## src/usb_status_cfg.svh

```systemverilog
// offsets, field positions, codes and reset values of the status block
`ifndef USB_STATUS_CFG_SVH
`define USB_STATUS_CFG_SVH

// ----------------------------------------------------------------
// register offsets (byte addresses)
// ----------------------------------------------------------------
`define OFS_EVENT_FLAGS 12'h004
`define OFS_TXN_STATUS 12'h00c
`define OFS_EVENT_MASK 12'h0a0

// ----------------------------------------------------------------
// status word layout
// ----------------------------------------------------------------
`define EP_COUNT 6
`define EP_FIELD_LSB 8
`define EP_FIELD_W 3
`define OVERRUN_BIT 7
`define TXN_STATE_LSB 4
`define EP_NUM_LSB 0

// ----------------------------------------------------------------
// event flag layout
// ----------------------------------------------------------------
`define SETUP_FLAG_BIT 31
`define EP_FLAG_LSB 16

// ----------------------------------------------------------------
// state codes and limits
// ----------------------------------------------------------------
`define CODE_IN_ACK 3'h0
`define CODE_IN_NAK 3'h1
`define CODE_OUT0_ACK 3'h2
`define CODE_OUT1_ACK 3'h6
`define CODE_SETUP_ACK 3'h3
`define CODE_ISO_END 3'h7
`define SETUP_MAX_BYTES 10'h008
`define STATE_RESET 3'h0
`define MASK_RESET 32'h00000000

`endif

```

## src/usb_status_pkg.sv

```systemverilog
// types shared by the transaction status block
package usb_status_pkg;

  // kind of completed transaction reported by the serial engine
  typedef enum logic [2:0] {
    KIND_IN_ACK = 3'h0,
    KIND_IN_NAK = 3'h1,
    KIND_OUT_ACK = 3'h2,
    KIND_SETUP_ACK = 3'h3,
    KIND_ISO_END = 3'h4
  } txn_kind_e;

  // one transaction result, valid for one cycle
  typedef struct packed {
    logic valid;
    logic [3:0] endpoint;
    txn_kind_e kind;
    logic toggle;
    logic [9:0] byteCount;
  } txn_event_s;

  // register port request
  typedef struct packed {
    logic [11:0] addr;
    logic [31:0] wdata;
    logic wr;
    logic rd;
  } reg_req_s;

endpackage : usb_status_pkg

```

## src/endpoint_state_store.sv

```systemverilog
// small store of the six per-endpoint state codes
`timescale 1ns/1ps
`include "usb_status_cfg.svh"

module endpoint_state_store (
  input wire logic clk,
  input wire logic rst,
  input wire logic wrEn,
  input wire logic [2:0] wrIdx,
  input wire logic [2:0] wrCode,
  output logic [17:0] states
);

  // ----------------------------------------------------------------
  // storage, read out from flip-flops
  // ----------------------------------------------------------------
  logic [17:0] states_q;
  logic [17:0] states_d;

  // only the addressed field changes; the others hold
  always_comb begin
    states_d = states_q;
    if (wrEn) begin
      states_d[wrIdx * 3 +: 3] = wrCode;
    end
  end

  // fields start at the neutral code
  always_ff @(posedge clk or posedge rst) begin
    if (rst) begin
      states_q <= {`EP_COUNT{`STATE_RESET}};
    end else begin
      states_q <= states_d;
    end
  end

  assign states = states_q;

endmodule : endpoint_state_store

```

## src/usb_endpoint_status_report.sv

```systemverilog
// transaction status word, event flags and interrupt of the usb device
//
// Functional notes
// - in ack reads 000, in nak 001, out with data0 acked 010.
// - out with data1 acked reads 110, setup ack 011, iso end 111.
// - endpoints 0..2 keep their codes in bits 10:8, 13:11, 16:14.
// - endpoints 3..5 keep their codes in bits 19:17, 22:20, 25:23.
// - bit 7 is set when out data exceed the endpoint max payload.
// - bit 7 is also set when setup data exceed eight bytes.
// - bits 31:26 read zero and the status word ignores writes.
// - bits 6:4 hold the code of the most recent event.
// - reading the status word clears the setup and endpoint flags.
//
// The address-and-strobe port was left to the implementer.
`timescale 1ns/1ps
`include "usb_status_cfg.svh"

module usb_endpoint_status_report (
  input wire logic clk,
  input wire logic rst,
  input usb_status_pkg::reg_req_s regReq,
  output logic [31:0] regRdata,
  input usb_status_pkg::txn_event_s txnEvent,
  input wire logic [59:0] maxPayload,
  output logic irq
);

  // ----------------------------------------------------------------
  // helpers
  // ----------------------------------------------------------------

  // state code of a completed transaction
  function automatic logic [2:0] stateCode(
    input usb_status_pkg::txn_kind_e kind,
    input logic toggle
  );
    logic [2:0] code;
    code = `CODE_IN_ACK;
    unique case (kind)
      usb_status_pkg::KIND_IN_ACK: code = `CODE_IN_ACK;
      usb_status_pkg::KIND_IN_NAK: code = `CODE_IN_NAK;
      usb_status_pkg::KIND_OUT_ACK:
        code = toggle ? `CODE_OUT1_ACK : `CODE_OUT0_ACK;
      usb_status_pkg::KIND_SETUP_ACK: code = `CODE_SETUP_ACK;
      usb_status_pkg::KIND_ISO_END: code = `CODE_ISO_END;
      default: code = `CODE_IN_ACK;
    endcase
    return code;
  endfunction : stateCode

  // max payload of one endpoint, ten bits per endpoint
  function automatic logic [9:0] payloadOf(
    input logic [59:0] table_,
    input logic [2:0] idx
  );
    return table_[idx * 10 +: 10];
  endfunction : payloadOf

  // ----------------------------------------------------------------
  // event decode
  // ----------------------------------------------------------------
  logic epInRange;
  logic evTake;
  logic [2:0] evIdx;
  logic [2:0] evCode;
  logic isOut;
  logic isSetup;
  logic outTooLong;
  logic setupTooLong;
  logic overrunHit;

  // endpoints above five do not exist; their events are dropped
  assign epInRange = (txnEvent.endpoint < 4'h6);
  assign evTake = txnEvent.valid && epInRange;
  assign evIdx = txnEvent.endpoint[2:0];
  assign evCode = stateCode(txnEvent.kind, txnEvent.toggle);
  assign isOut = (txnEvent.kind == usb_status_pkg::KIND_OUT_ACK);
  assign isSetup = (txnEvent.kind == usb_status_pkg::KIND_SETUP_ACK);
  assign outTooLong = isOut &&
    (txnEvent.byteCount > payloadOf(maxPayload, evIdx));
  assign setupTooLong = isSetup &&
    (txnEvent.byteCount > `SETUP_MAX_BYTES);
  assign overrunHit = evTake && (outTooLong || setupTooLong);

  // ----------------------------------------------------------------
  // register decode
  // ----------------------------------------------------------------
  logic hitStatus;
  logic hitFlags;
  logic hitMask;
  logic rdStatus;
  logic rdFlags;
  logic wrMask;

  assign hitStatus = (regReq.addr == `OFS_TXN_STATUS);
  assign hitFlags = (regReq.addr == `OFS_EVENT_FLAGS);
  assign hitMask = (regReq.addr == `OFS_EVENT_MASK);
  assign rdStatus = regReq.rd && hitStatus;
  assign rdFlags = regReq.rd && hitFlags;
  // status word has no write path at all
  assign wrMask = regReq.wr && hitMask;

  // ----------------------------------------------------------------
  // per-endpoint state codes
  // ----------------------------------------------------------------
  logic [17:0] epStates;

  // each endpoint field changes only on its own transaction
  endpoint_state_store u_store (
    .clk(clk),
    .rst(rst),
    .wrEn(evTake),
    .wrIdx(evIdx),
    .wrCode(evCode),
    .states(epStates)
  );

  // ----------------------------------------------------------------
  // last event state, endpoint number and overrun
  // ----------------------------------------------------------------
  logic [2:0] lastCode_q;
  logic [2:0] lastCode_d;
  logic [3:0] lastEp_q;
  logic [3:0] lastEp_d;
  logic overrun_q;
  logic overrun_d;

  assign lastCode_d = evTake ? evCode : lastCode_q;
  assign lastEp_d = evTake ? txnEvent.endpoint : lastEp_q;
  // overrun is sticky until the status word is read; a new hit wins
  assign overrun_d = overrunHit | (overrun_q & ~rdStatus);

  always_ff @(posedge clk or posedge rst) begin
    if (rst) begin
      lastCode_q <= `STATE_RESET;
      lastEp_q <= 4'h0;
      overrun_q <= 1'b0;
    end else begin
      lastCode_q <= lastCode_d;
      lastEp_q <= lastEp_d;
      overrun_q <= overrun_d;
    end
  end

  // ----------------------------------------------------------------
  // status word assembly
  // ----------------------------------------------------------------
  logic [31:0] statusWord;

  // top six bits are constant zero
  assign statusWord = {6'h00, epStates, overrun_q, lastCode_q,
    lastEp_q};

  // ----------------------------------------------------------------
  // event flags (sticky, cleared by reading status or the flags)
  // ----------------------------------------------------------------
  logic setupFlag_q;
  logic setupFlag_d;
  logic [5:0] epFlags_q;
  logic [5:0] epFlags_d;
  logic [5:0] epHit;
  logic flagClear;
  logic [31:0] flagWord;

  assign epHit = evTake ? (6'h01 << evIdx) : 6'h00;
  // reading the status word clears the flags as well
  assign flagClear = rdStatus | rdFlags;
  // a flag set in the clearing cycle survives the clear
  assign setupFlag_d = (evTake && isSetup) |
    (setupFlag_q & ~flagClear);
  assign epFlags_d = epHit | (epFlags_q & {6{~flagClear}});

  always_ff @(posedge clk or posedge rst) begin
    if (rst) begin
      setupFlag_q <= 1'b0;
      epFlags_q <= 6'h00;
    end else begin
      setupFlag_q <= setupFlag_d;
      epFlags_q <= epFlags_d;
    end
  end

  assign flagWord = {setupFlag_q, 9'h000, epFlags_q, 16'h0000};

  // ----------------------------------------------------------------
  // interrupt mask and output
  // ----------------------------------------------------------------
  logic [31:0] mask_q;
  logic [31:0] mask_d;
  logic [31:0] maskValid;

  // only bits that exist in the flag word can be enabled
  assign maskValid = {1'b1, 9'h000, 6'h3f, 16'h0000};
  assign mask_d = wrMask ? (regReq.wdata & maskValid) : mask_q;

  always_ff @(posedge clk or posedge rst) begin
    if (rst) begin
      mask_q <= `MASK_RESET;
    end else begin
      mask_q <= mask_d;
    end
  end

  // level output, falls the cycle after the clearing read
  assign irq = |(flagWord & mask_q);

  // ----------------------------------------------------------------
  // read data, valid the cycle after the read strobe only
  // ----------------------------------------------------------------
  logic [31:0] readMux;
  logic [31:0] rdata_q;
  logic [31:0] rdata_d;

  // unmapped addresses read as zero
  assign readMux = hitStatus ? statusWord :
                   hitFlags ? flagWord :
                   hitMask ? mask_q : 32'h00000000;
  assign rdata_d = regReq.rd ? readMux : 32'h00000000;

  always_ff @(posedge clk or posedge rst) begin
    if (rst) begin
      rdata_q <= 32'h00000000;
    end else begin
      rdata_q <= rdata_d;
    end
  end

  assign regRdata = rdata_q;

endmodule : usb_endpoint_status_report

```

## config.mk

```make
export PLATFORM = sky130hd
export DESIGN_NAME = usb_endpoint_status_report
export DESIGN_NICKNAME = d
export VERILOG_FILES = /design/src/usb_status_pkg.sv /design/src/endpoint_state_store.sv /design/src/usb_endpoint_status_report.sv
export VERILOG_INCLUDE_DIRS = /design/src
export SDC_FILE = /design/constraint.sdc
export NUM_CORES = 1
export LEC_CHECK = 0
export BUFFER_PORTS_ARGS = -buffer_cell sky130_fd_sc_hd__buf_2
export CELL_PAD_IN_SITES_DETAIL_PLACEMENT = 0
export CELL_PAD_IN_SITES_GLOBAL_PLACEMENT = 1
export CORE_MARGIN = 4
export CORE_UTILIZATION = 38
export CTS_CLUSTER_DIAMETER = 30
export CTS_CLUSTER_SIZE = 28
export DETAILED_ROUTE_END_ITERATION = 10
export PLACE_DENSITY_LB_ADDON = 0.1
export SLEW_MARGIN = 20
export SYNTH_ARGS = -nofsm -noshare
export SYNTH_HDL_FRONTEND = slang
export SYNTH_SLANG_ARGS = --single-unit
```

## constraint.sdc

```tcl
create_clock -name clk -period 3.24 [get_ports clk]
set_input_delay 0 -clock clk [delete_from_list [all_inputs] [get_ports clk]]
set_output_delay 0 -clock clk [all_outputs]
set_load 0.02 [all_outputs]
```

# Word level (Yosys, flattened, before mapping)
# Cells that the tools add are included.
# classes
addsub,1
n_mul,2
magnitude_cmp,3
n_eq_ne,7
shifts,4
mux,8
bitwise,10
reduce_logical,10
# ops
cell,n
two-way mux 32 bit,4
indexed part select 60 x 8 -> 10 bit,1
negation 5 -> 34 bit,1
"variable shift 3 x 34 -> 18 bit, first input constant",1
indexed part select 3 x 34 -> 18 bit,1
bitwise AND 32 bit,1
OR reduction 32 bit,1
bitwise mux 18 bit,1
"== test 12 x 3 -> 1 bit, second input constant",1
"== test 12 x 4 -> 1 bit, second input constant",1
"== test 12 x 8 -> 1 bit, second input constant",1
case mux 3 bit (4 select lines),1
greater-than comparator 10 bit,1
"greater-than comparator 10 x 4 -> 1 bit, second input constant",1
logical AND 1 bit,8
bitwise AND 6 bit,1
"== test 3 x 2 -> 1 bit, second input constant",2
"multiplier 3 x 3 -> 6 bit, second input constant",1
two-way mux 6 bit,1
bitwise OR 6 bit,1
"left shift 1 x 3 -> 6 bit, first input constant",1
"multiplier 3 x 2 -> 5 bit, second input constant",1
"< comparator 4 x 3 -> 1 bit, second input constant",1
"== test 3 x 1 -> 1 bit, second input constant",1
6 further kinds,10
# totals
register_bits,72
inputBits,127
out_inout_bits,33
wordCells,53

# Depth between registers and ports, before layout
# Gate-level depths: netlist (run 1).
# logic_depth
ltp_word,7
depth_mapped,10
mapped_depth_nobuf,8

# Cells and area by module
# Synthesis (run 1) repeated with hierarchy kept, for this count alone.
# unflattened
hier_cells,296
area_unflattened_um2,3592.2
# by_module_without_submodules
mod,n_inst,cells_per_inst,area_per_inst_um2,seq_area_each_um2
usb_endpoint_status_report,1,230,2740.1,1226.2
endpoint_state_store,1,66,852.1,450.4

# Worst setup path before layout (run 1)
# OpenSTA, ideal clock, no wires.
# synth_timing
path_kind,input port to flip-flop
from,input txnEvent[14] in the netlist's numbering
to,register overrun_q
setup_time_ps,90
arrival_ps,2143
required_ps,3150
path_slack_ps,1006
stages,10
n_path_buf,3
path_cell_list,buf_2 buf_2 buf_2 mux2_2 a22oi_1 ha_1 nand4_1 or2_2 o221a_2 o221ai_1
# synth_between
elab_chain_cells,7
word_cells_on_any_way,9
cone_classes,mul (1); order compare (2); shift (1); bitwise (1); reduce/logical (4)
# synth_lines
element,line,text
start: declaration,usb_endpoint_status_report.sv:23,"input usb_status_pkg::txn_event_s txnEvent,"
multiplier 3 x 3 -> 6 bit,usb_endpoint_status_report.sv:56,return table_[idx * 10 +: 10];
indexed part select 60 x 8 -> 10 bit,usb_endpoint_status_report.sv:56,
greater-than comparator 10 bit,usb_endpoint_status_report.sv:80,"(txnEvent.byteCount > payloadOf(maxPayload, evIdx));"
logical AND 1 bit,usb_endpoint_status_report.sv:79,assign outTooLong = isOut &&
logical OR 1 bit,usb_endpoint_status_report.sv:83,assign overrunHit = evTake && (outTooLong || setupTooLong);
logical AND 1 bit (*),usb_endpoint_status_report.sv:83,
bitwise OR 1 bit (*),usb_endpoint_status_report.sv:131,assign overrun_d = overrunHit | (overrun_q & ~rdStatus);
named net overrun_d,usb_endpoint_status_report.sv:126,logic overrun_d;
end signal: assignment,usb_endpoint_status_report.sv:141,overrun_q <= overrun_d;
end: declaration,usb_endpoint_status_report.sv:125,logic overrun_q;
# The timed path passes the listed nets; every way through them passes the cells marked *.
# A chain may end at the register's enable or synchronous reset.

# Worst setup path after layout (run 1)
# layout_timing
from,input txnEvent[16] in the netlist's numbering
to,register overrun_q
# Same word-level chain as after synthesis.

==> results.txt, run 1 <==
The kind of path behind the tightest hold check is input port to register. In the final routed layout, each cell accounts on average for 15.4 um. Clock latency on the worst-skew pair, taken at its later pin, is around 340 ps. Subtracting the final worst setup slack from the clock period gives about 2100 ps. Power spread over the standard cell area amounts to 404 mW/mm^2. Entering global routing, the biggest net connects 48 pins.

The endpoint identified for the worst register-to-register timing path is regRdata[31]. The number of standard cells in the final layout excluding fillers is roughly 550. The number of I/O pins came out at 160. The placeable core region is around 0.0089 mm^2. Yosys mapped a number of flops with a built-in enable equal to 0.

The fraction of final layout cells with drive strength greater than 1 came out at a little over two fifths. The number of pins with negative max-slew slack in the final report came out at 0. Once detail routing completed, the nets flagged for antenna violations numbered 0. The synthesized cell area came out at about 0.0035 mm^2.

Between clock sinks in the finished design, the worst skew comes to between 5 and 6 ps. The number of distinct library cells after synthesis is 49. The floorplan die height came out at about 100 um.

The required time of the worst setup path is between 3000 and 4000 ps. The upper clock frequency limit came out at 480 MHz. The total clock buffers created by CTS came out at 9.

The synthesized instance count came out at slightly below 300. The post-route DRC violation count came out at 0. The net count of the finished layout is 576.

The worst-case register-to-register setup slack came out at ~2400 ps. The cell sitting at the root of the clock tree is a clkbuf_8. The longest clock path from root to sink contains 2 buffers. The number of warnings issued by yosys came out at 0.

The via density per instance is 5.03. CTS built an H-tree with a depth of 3. 0 antenna diodes ended up in the layout. The leftover overflow at the end of global routing came out at 0. The share of synthesized area occupied by flip-flops and latches is about 48%. The tightest hold path in the finished design has a slack of roughly 20 ps. The placement-stage worst setup slack is ~770 ps. The worst-case IR drop observed on VDD is around 170 uV. The die area came out at approximately 0.011 mm^2. The x dimension of the die came out at between 100 and 150 um. The critical path starts at txnEvent[16]. The tool flagged a number of max-cap violations equal to 0. The overall power after layout came out at between 1.5 and 2 mW. The cell depth of the worst flop-to-flop path is 2. The critical register-to-register path startpoint is setupFlag_q. The global-route wire length before repair came out at between 10 and 15 mm. The initial core utilization came out at between 30% and 40%. The launching element type of the critical path is an input port. For this run, the total global-route usage over all layers was measured as between 10% and 20%. The leakage power summed over all cells is between 2 and 2.5 nW. The cell count after placement is approximately 520.

The leading register cell type out of synthesis is dfrtp_1. CTS saw 67 sinks. The worst setup path is captured at a register. The violation count after the first detailed-route iteration is 92. After detailed routing, the total wire length is between 8 and 9 mm. Gates resized during post-CTS repair numbered 0.

The worst hold path was traced through 2 stages. The setup slack after layout came out at around 1200 ps. The initial antenna violation count is 0. TritonCTS built the clock tree. Averaged over all synthesized cells, the footprint is around 12 um^2. The HPWL after detailed placement is 6.65 mm. The setup-violating endpoint count in the final report came out at 0. The detailed router placed 2745 vias in this run. The congestion estimate from routability-driven global placement came to roughly 0.75.

The summed negative setup slack over all endpoints is 0 ps. For the pin with the worst max-slew slack, the measured transition is about 800 ps. The register clock-pin slew on the reported worst setup and hold paths is roughly 70 ps. The proportion of register bits with asynchronous set or reset after synthesis is between 90% and 100%. Setup repair after global routing left no endpoint under its margin.

The synthesis-stage register bit count came out at 67. The via count of the first global-routing pass came to 2988. The arrival time at the worst endpoint came out at roughly 2300 ps.

The worst pin sits at a relative slew slack of 47.6%. The detailed-router iteration count before antenna repair is 5. The part of the cycle the worst path needs came out at approximately 64%. The number of input and output port buffers inserted came out at around 130.

The growth of design area from synthesis to finish came out at 26.8%. The standard-cell row count is 34. The count of final hold-check violations was 0. In this run the worst path has a maximum fanout of 12.

The worst setup path is of the input port to register kind. The flow ran to the end, and the final reports show no timing, DRC or antenna violations. Following the worst setup path forward leads to its endpoint at overrun_q.
## cell usage after synthesis, types with 2 or more instances
| library cell | count | area share (%) |
|---|---|---|
| a21o_1 | 2 | 0.43 |
| a21oi_1 | 6 | 0.85 |
| a22o_1 | 6 | 1.5 |
| a22oi_1 | 10 | 2.1 |
| a32o_1 | 2 | 0.57 |
| and2_1 | 25 | 4.4 |
| buf_2 | 4 | 0.57 |
| buf_4 | 5 | 1.1 |
| buf_6 | 3 | 0.96 |
| clkbuf_1 | 2 | 0.21 |
| dfrtp_1 | 67 | 48 |
| ha_1 | 16 | 5.7 |
| inv_1 | 15 | 1.6 |
| mux2_2 | 24 | 7.7 |
| mux2i_1 | 11 | 3.1 |
| mux4_2 | 10 | 6.4 |
| nand2_1 | 17 | 1.8 |
| nand2b_1 | 2 | 0.35 |
| nand3_1 | 3 | 0.43 |
| nand3b_1 | 2 | 0.43 |
| nand4_1 | 5 | 0.89 |
| nor2_1 | 13 | 1.4 |
| nor2b_1 | 3 | 0.53 |
| nor3b_1 | 2 | 0.43 |
| o21ai_0 | 4 | 0.57 |
| o2bb2ai_1 | 6 | 1.5 |
| o31ai_1 | 7 | 1.5 |
| or4_4 | 2 | 0.64 |
## per-layer routing
metal | track usage, % | share of wire (%)
met1 | 20.9 | 43
met2 | 26.4 | 48
met3 | 5.40 | 7.8
met4 | 5.41 | 1.5
met5 | 0 | 0
## report_power, final
group	internal (mW)	switching [mW]
clock	0.274	0.304
combinational	0.158	0.145
sequential	0.891	0.0371
total	1.32	0.486
## flip-flops by register name (all words and copies together), names as in the netlist
name            cells
overrun_q           1
mask_q              7
lastEp_q            4
u_store.states     18
lastCode_q          3
regRdata           27
setupFlag_q         1
epFlags_q           6
## cell families after synthesis
logic type / Yosys count / synth area share (%)
flops: 67 / 47.5
simple gates: 83 / 13.6
fa+ha+maj: 16 / 5.67
other cells: 1 / 0.106
buf+inv: 31 / 4.65
compound gates: 52 / 11.3
mux: 45 / 17.2
## worst min path at each step
stage	from	endpoint
final	txnEvent[11]	setupFlag_q
after global routing	regReq[0]	regRdata[31]
after CTS	txnEvent[11]	setupFlag_q
after detailed placement	regReq[18]	mask_q[16]
after global placement	regReq[19]	mask_q[17]
after floorplan	regReq[18]	mask_q[16]
## layout make-up
class	instances	area [um^2]
Sequential cell	67	1680
Clock inverter	5	30.0
Tap cell	108	135
Inverter	15	57.6
Clock buffer	11	131
Fill cell	835	4420
Timing Repair Buffer	139	741
Multi-Input combinational cell	201	1700
## cell usage in the layout (no fill, tap or decap), drive strengths merged, types with 2 or more instances in the layout
cell type,n
nor3,2
dlygate4sd3,8
o21ai,4
nor3b,2
buf,131
or4,2
ha,16
nand2,18
dfrtp,67
nor2b,3
nor2,13
o31ai,7
clkinvlp,2
nand3b,2
o2bb2ai,6
a21o,2
conb,5
nand2b,2
nand4,5
a22oi,10
clkinv,4
mux2,24
a21oi,6
and2,25
a22o,6
mux2i,11
nand3,4
clkbuf,11
inv,14
mux4,10
a32o,2
## critical path: stages
cell      delay [ps]
buf_2            190
inv_1            230
nor2_1           530
a22oi_1          170
ha_1             350
nand4_1          110
or2_2            320
o221a_2          280
o221ai_1         150
## repair_timing
item | 4_1_cts | 5_1_grt
hold buffers | 8 | 0
buffers inserted | 0 | 0
endpoints found under the hold margin | 53 | 0
## through the flow
step | cell area (um^2) | utilization (%)
finish | 4470 | 50.3
global route | 4470 | 50.3
CTS | 4470 | 50.3
detailed placement | 4230 | 47.6
global placement | 4230 | 47.6
floorplan | 3540 | -
(Power assumes the default switching activity.)
==> inputs of run 2 (changes only) <==
--- a/config.mk
+++ b/config.mk
@@ -10,7 +10,7 @@
 export CELL_PAD_IN_SITES_DETAIL_PLACEMENT = 0
 export CELL_PAD_IN_SITES_GLOBAL_PLACEMENT = 1
 export CORE_MARGIN = 4
-export CORE_UTILIZATION = 38
+export CORE_UTILIZATION = 32
 export CTS_CLUSTER_DIAMETER = 30
 export CTS_CLUSTER_SIZE = 28
 export DETAILED_ROUTE_END_ITERATION = 10
==> constraint.sdc (replaced) <==
create_clock -name clk -period 1.7 [get_ports clk]
set_input_delay 0 -clock clk [delete_from_list [all_inputs] [get_ports clk]]
set_output_delay 0 -clock clk [all_outputs]
set_load 0.02 [all_outputs]
==> results.txt, run 2 (synthesis results as in run 1) <==
The violation count after the first detailed-route iteration is 101. In this run the clock root is driven by a clkbuf_8. The library cell used most frequently in the layout, excluding fill and tap cells, is buf_2.

The cell family contributing the most delay on the critical path is compound AO/OA/AOI/OAI gates. No sink is reached through more buffers than the 2 on the longest clock path. Across the run, the number of max-cap violations was 0. The routed design has approximately 9.4 mm of wire. Clock latency on the worst-skew pair, taken at its later pin, is between 300 and 400 ps. The via density per instance is 4.77. Counting every sink on the clock net gives 67. The global-route wire length before repair is roughly 16 mm. The number of input and output port buffers inserted is about 130. The post-route DRC violation count is 0.

Counting both buffers and inverters, the worst setup path holds a total of 2. The count of final hold-check violations is 0. Measured in cells, the most critical reg-to-reg path has a length of 2. The worst-case register-to-register setup slack is 890 ps. The analysis attributes to net switching a power of ~0.98 mW. The cell count along the critical path came out at 10.

The final-layout fill cell count came out at roughly 1000. Registers are responsible for between 40% and 50% of the overall power. For this design the top-level I/O count stands at 160. At the end of the flow the core is filled with cells to between 40% and 50%.

The final estimated routing congestion in global placement is 0.723. Summing all non-filler instances in the final layout gives an area of approximately 0.0048 mm^2. The x dimension of the die came out at ~110 um. The worst setup path is launched from an input port.

Leaving out fill and tap cells, the most frequent cells in the layout are buf_2 (127), dfrtp_1 (67), buf_4 (26). The TritonCTS clock tree is yes. Static timing analysis puts the maximum clock frequency at just over 600 MHz. The part of the cycle the worst path needs is between 90% and 100%.

The number of clock buffers added by TritonCTS is 9. In this run the worst setup path terminates at overrun_q. The number of pins with negative max-slew slack in the final report is 0.

The cell-internal power is approximately 2.8 mW. In this run the critical register-to-register path is captured at regRdata[31]. The critical path starts at txnEvent[14]. The leakage power summed over all cells is approximately 2.5 nW. In this run switching power makes up about a quarter of total power. The share of total power dissipated in combinational logic is about 18%. The cell count after placement is around 580. The count of nets left with antenna violations once routing finished came out at 0. On the worst path, the slowest cell contributes a delay of around 500 ps.

The placeable core region is 0.0108 mm^2. The via count of the first global-routing pass came out at ~3200. Dividing the detail-routed wire length by the instance count gives roughly 16 um.

The run finished with clean final reports. The register clock-pin slew on the reported worst setup and hold paths came out at 70 ps. The initial core utilization came out at between 30% and 40%. In this run the critical register-to-register path is launched from setupFlag_q. Power spread over the standard cell area amounts to around 780 mW/mm^2. The die area came out at around 0.013 mm^2. The number of standard cells in the final layout excluding fillers is a little over 600.

Entering global routing, the biggest net connects 68 pins. The worst setup path is captured at a register. The antenna diode count came out at 0. Across every metal layer, demand over resource in global routing totals 15.3%. The clock power share came out at about a third. Along the worst path, the maximum fanout reaches 6. The sum of net half-perimeters after detailed placement is 7.42 mm. The summed negative setup slack over all endpoints is 0 ps. At the worst endpoint, the arrival time is 1860 ps. The final hold slack came out at roughly 50 ps. The cell area after placement is between 0.004 and 0.005 mm^2. The leftover overflow at the end of global routing came out at 0.

The growth of design area from synthesis to finish came out at 37.0%. The fraction of final layout cells with drive strength greater than 1 is a little under half. The routed via count came out at 2886. The initial antenna violation count is 0. On the critical path, the stage with the largest delay is an instance of mux4_2. The class of the most critical setup path is input port to register. Before antenna repair, the detailed router went through 4 iterations.

IR analysis of the VDD net gives a maximum drop of ~340 uV. The number of flip-flops in the largest register came out at 27. The required time of the worst setup path is between 1500 and 2000 ps. The final clock skew is between 7 and 8 ps. The critical path goes through buf_8 > buf_12 > mux4_2 > nand2_1 > o31a_1 > ha_1 > nand4_1 > or2_4 > o221a_2 > o221ai_2. The net count of the finished layout is roughly 600. The setup-violating endpoint count in the final report came out at 0. The shortest period the worst path allows is 1610 ps. The number of H-tree levels is 3.

The standard-cell row count came out at 38. The kind of path behind the tightest hold check is input port to register. The floorplan die height came out at between 100 and 150 um.
[run 2: cell types whose count changed in the layout (fill, tap and decap cells not counted), sizes merged]
cell,before,now
bufinv,0,1
buf,131,156
clkinv,4,1
clkbuf,11,14
inv,14,15
[run 2: worst register-to-register path: stages, from the launching register on]
cell and delay (ps):
dfrtp_1 420, a32oi_1 210, nor2b_1 60
[run 2: cell type report]
class	count	area [um^2]	share of cell area (%)
multi-input cells	201	1730	35.8
flip-flops and latches	67	1680	34.7
repair buffers	166	998	20.7
well taps	140	175	3.62
clock buffers	12	145	3.00
inverters	15	56.3	1.16
clock inverters	4	50.0	1.04
[run 2: metrics by stage]
step,setup slack (ps),power (mW)
final,93.7,3.75
after global routing,-4.79,3.98
after CTS,14.6,3.80
after detailed placement,-424,2.44
after global placement,-399,2.43
after floorplan,-194,2.15
[run 2: worst min-delay path by stage]
| stage | slack (ps) | cells past startpoint | endpoint | from |
|---|---|---|---|---|
| after floorplan | 150 | 1 | mask_q[16] | regReq[18] |
| after global placement | 100 | 3 | regRdata[31] | rst |
| after detailed placement | 110 | 3 | regRdata[31] | rst |
| after CTS | 40 | 4 | regRdata[31] | regReq[0] |
| after global routing | 60 | 4 | regRdata[31] | regReq[40] |
| final | 50 | 4 | regRdata[31] | regReq[0] |
[run 2: power by group through the flow]
stage	Clock (mW)	Combinational, mW	Sequential (mW)
floorplan	0	0.385	1.77
global placement	0	0.624	1.80
detailed placement	0	0.634	1.81
CTS	1.37	0.656	1.78
global route	1.44	0.753	1.78
finish	1.32	0.664	1.77
[run 2: layer usage]
metal  vias to the layer above  track usage, %  routed length [um]
li1                       1398               -                   -
met1                      1369            18.3                3780
met2                       109            26.9                4740
met3                        10            4.22                 743
met4                         0            4.57                 126
met5                         -               0                   0
[run 2: timing repair]
item	4_1_cts	5_1_grt
hold buffers	8	0
endpoints found under the hold margin	74	0
buffers inserted	0	2
resized for setup	2	7
pin swaps	0	6
endpoints found under the setup margin	1	1
gates cloned	0	1
==> inputs of run 3 (changes only) <==
--- a/config.mk
+++ b/config.mk
@@ -14,6 +14,7 @@
 export CTS_CLUSTER_DIAMETER = 30
 export CTS_CLUSTER_SIZE = 28
 export DETAILED_ROUTE_END_ITERATION = 10
+export GPL_TIMING_DRIVEN = 0
 export PLACE_DENSITY_LB_ADDON = 0.1
 export SLEW_MARGIN = 20
 export SYNTH_ARGS = -nofsm -noshare
==> results.txt, run 3 (synthesis results as in run 1) <==
Routability-driven placement finished with a final weighted congestion of around 0.78. In this run the worst path has a maximum fanout of 6. Setup repair after global routing could not meet its margin everywhere. The sum of net half-perimeters after detailed placement came out at approximately 7.5 mm.

The launching element type of the critical path is an input port. The path class of the tightest hold or removal check is input port to register. The library cell used most frequently in the layout, excluding fill and tap cells, is buf_2. The clock drives between 60 and 70 sinks. The run finished, with violations left.

Cells with a size suffix above 1 make up 48.4% of the layout. The number of pins with negative max-slew slack in the final report came to 0. The final reports fail on negative setup slack. Across the routed clock network, the largest skew measured is ~3.7 ps. Counting stages on the worst path, the most repeated cell is buf_12. The worst-case vdd ir drop came out at around 320 uV. Entering global routing, the biggest net connects 55 pins. The initial core utilization came out at about a third. The register clock-pin slew on the reported worst setup and hold paths is roughly 70 ps.

The largest single stage delay on the critical path is 500 ps. The worst path in the final design needs a cycle of 1700 ps, including I/O delays and setup. The slowest cell on the critical path is mux4_2.

The setup slack after layout came out at -2.72 ps. The initial antenna violation count came out at 0. The number of flip-flops in the largest register came out at 27. The top cell types in the final layout, fill and taps aside, are buf_2 (128), dfrtp_1 (67), and2_1 (25). Static timing analysis puts the maximum clock frequency at 587 MHz.

The total detailed-routing wirelength is 9.61 mm. The via density per instance came out at approximately 4.8. The via count of the first global-routing pass came to roughly 3200. After floorplanning, the core was divided into 38 placement rows. In this run the standard cell core region covers between 0.01 and 0.015 mm^2. The headroom to the max-slew limit came out at roughly three fifths. The worst setup path is captured at a register. The routed via count came out at slightly below 3000. Counting both buffers and inverters, the worst setup path holds a total of 2.

After layout, the worst path uses 100% of the clock period. The count of antenna-violating nets left after detailed routing came out at 0. Among cell families on the critical path, the largest total delay comes from compound AO/OA/AOI/OAI gates. The leftover overflow at the end of global routing is 0. For this design the ratio of total power to cell area is ~840 mW/mm^2. The critical path runs through a total of 9 cells. The total clock buffers created by CTS came out at 9. The die area is 0.0128 mm^2. The setup-violating endpoint count in the final report is 1. In the final routed layout, each cell accounts on average for about 16 um.

The arrival time at the worst endpoint came out at about 2000 ps. The die is approximately 110 um tall. The net count of the finished layout came out at about 600. The detailed-router iteration count before antenna repair is 6. The worst-margin pin slew is 607 ps. The antenna diode count is 0.

The signal on the critical path passes through buf_12 > buf_12 > mux4_2 > a22oi_2 > ha_1 > nand4_1 > or2_4 > o221a_4 > o221ai_2. Across the run, the number of max-cap violations was 0. Across every metal layer, demand over resource in global routing totals approximately 16%. The number of I/O pins came out at 160. Measured in cells, the most critical reg-to-reg path has a length of 2. The worst hold path stage count came out at 2.

TritonCTS built the clock tree. The post-route DRC violation count came out at 0. The x dimension of the die came out at between 100 and 150 um.

Hold is met by around 17 ps. The first global-routing pass estimated roughly 16 mm of wire. The H-tree generated during clock tree synthesis spans 3 levels. The number of buffers on the longest clock path came out at 2.

The count of final hold-check violations came to 0. The number of input and output port buffers inserted came out at between 100 and 150. The clock latency reported for the late side of the worst-skew pair is between 300 and 400 ps. The leakage power summed over all cells came out at around 2.5 nW.

The class of the most critical setup path is input port to register. The master cell of the clock root buffer is clkbuf_8. The required time of the worst setup path is just under 2000 ps. Relative to the synthesized area, the layout overhead comes to 40.5%. The violation count after the first detailed-route iteration came out at 79. The overall power after layout is 4.16 mW.
run 3: cell types whose count changed in the layout (fill, tap and decap cells not counted), moves of 2 or more:
cell / before / now
buf_4: 26 / 13
a22oi_1: 7 / 3
a22oi_2: 3 / 7
buf_6: 0 / 4
buf_12: 2 / 4
buf_16: 0 / 2
bufinv_16: 1 / 3
clkbuf_8: 10 / 12
clkinvlp_4: 2 / 0
run 3: per-layer routing:
layer	GRT usage [%]	vias up	wire, um	share of wire [%]
met3	3.42	11	782	8.1
met1	18.7	1354	3900	41
met4	6.01	0	127	1.3
li1	-	1398	-	-
met5	0	-	0	0
met2	27.1	118	4800	50
run 3: what timing repair did:
action,in CTS,in global routing
cloned,1,0
pin swaps,11,10
setup buffers,9,0
endpoints found under the hold margin,74,0
hold buffers,8,0
endpoints found under the setup margin,19,3
resized for setup,21,7
run 3: report_power, final:
part	switching, mW	total [mW]	internal, mW
Sequential	0.0761	1.77	1.70
Clock	0.600	1.69	1.09
Combinational	0.320	0.691	0.371
Total	0.996	4.16	3.16
run 3: cell type report:
| class | count | area (um^2) |
|---|---|---|
| plain buffers | 15 | 141 |
| clock buffers | 12 | 165 |
| clock inverters | 4 | 95.1 |
| fillers | 1041 | 5830 |
| inverters | 15 | 58.8 |
| multi-input cells | 201 | 1770 |
| flip-flops and latches | 67 | 1680 |
| well taps | 140 | 175 |
| repair buffers | 147 | 873 |
run 3: through the flow:
step	std cells	TNS [ps]	util, %	setup WS (ps)	area (um^2)
final	601	-2.72	45.9	-2.72	4960
after global routing	601	-76.9	45.9	-76.9	4960
after CTS	602	-62.2	45.9	-62.2	4950
after detailed placement	568	-8190	40.9	-834	4420
after global placement	567	-62520	40.7	-867	4390
after floorplan	299	-247	-	-194	3570
run 3: worst paths after layout:
kind                                from             to  slack (ps)
max in group asynchronous            rst   regRdata[15]        1070
setup / recovery            txnEvent[14]      overrun_q          -3
setup reg to reg             setupFlag_q   regRdata[31]         890
hold reg to reg            lastCode_q[0]  lastCode_q[0]         470
hold / removal              txnEvent[11]    setupFlag_q          20
min in group asynchronous            rst     mask_q[31]         120
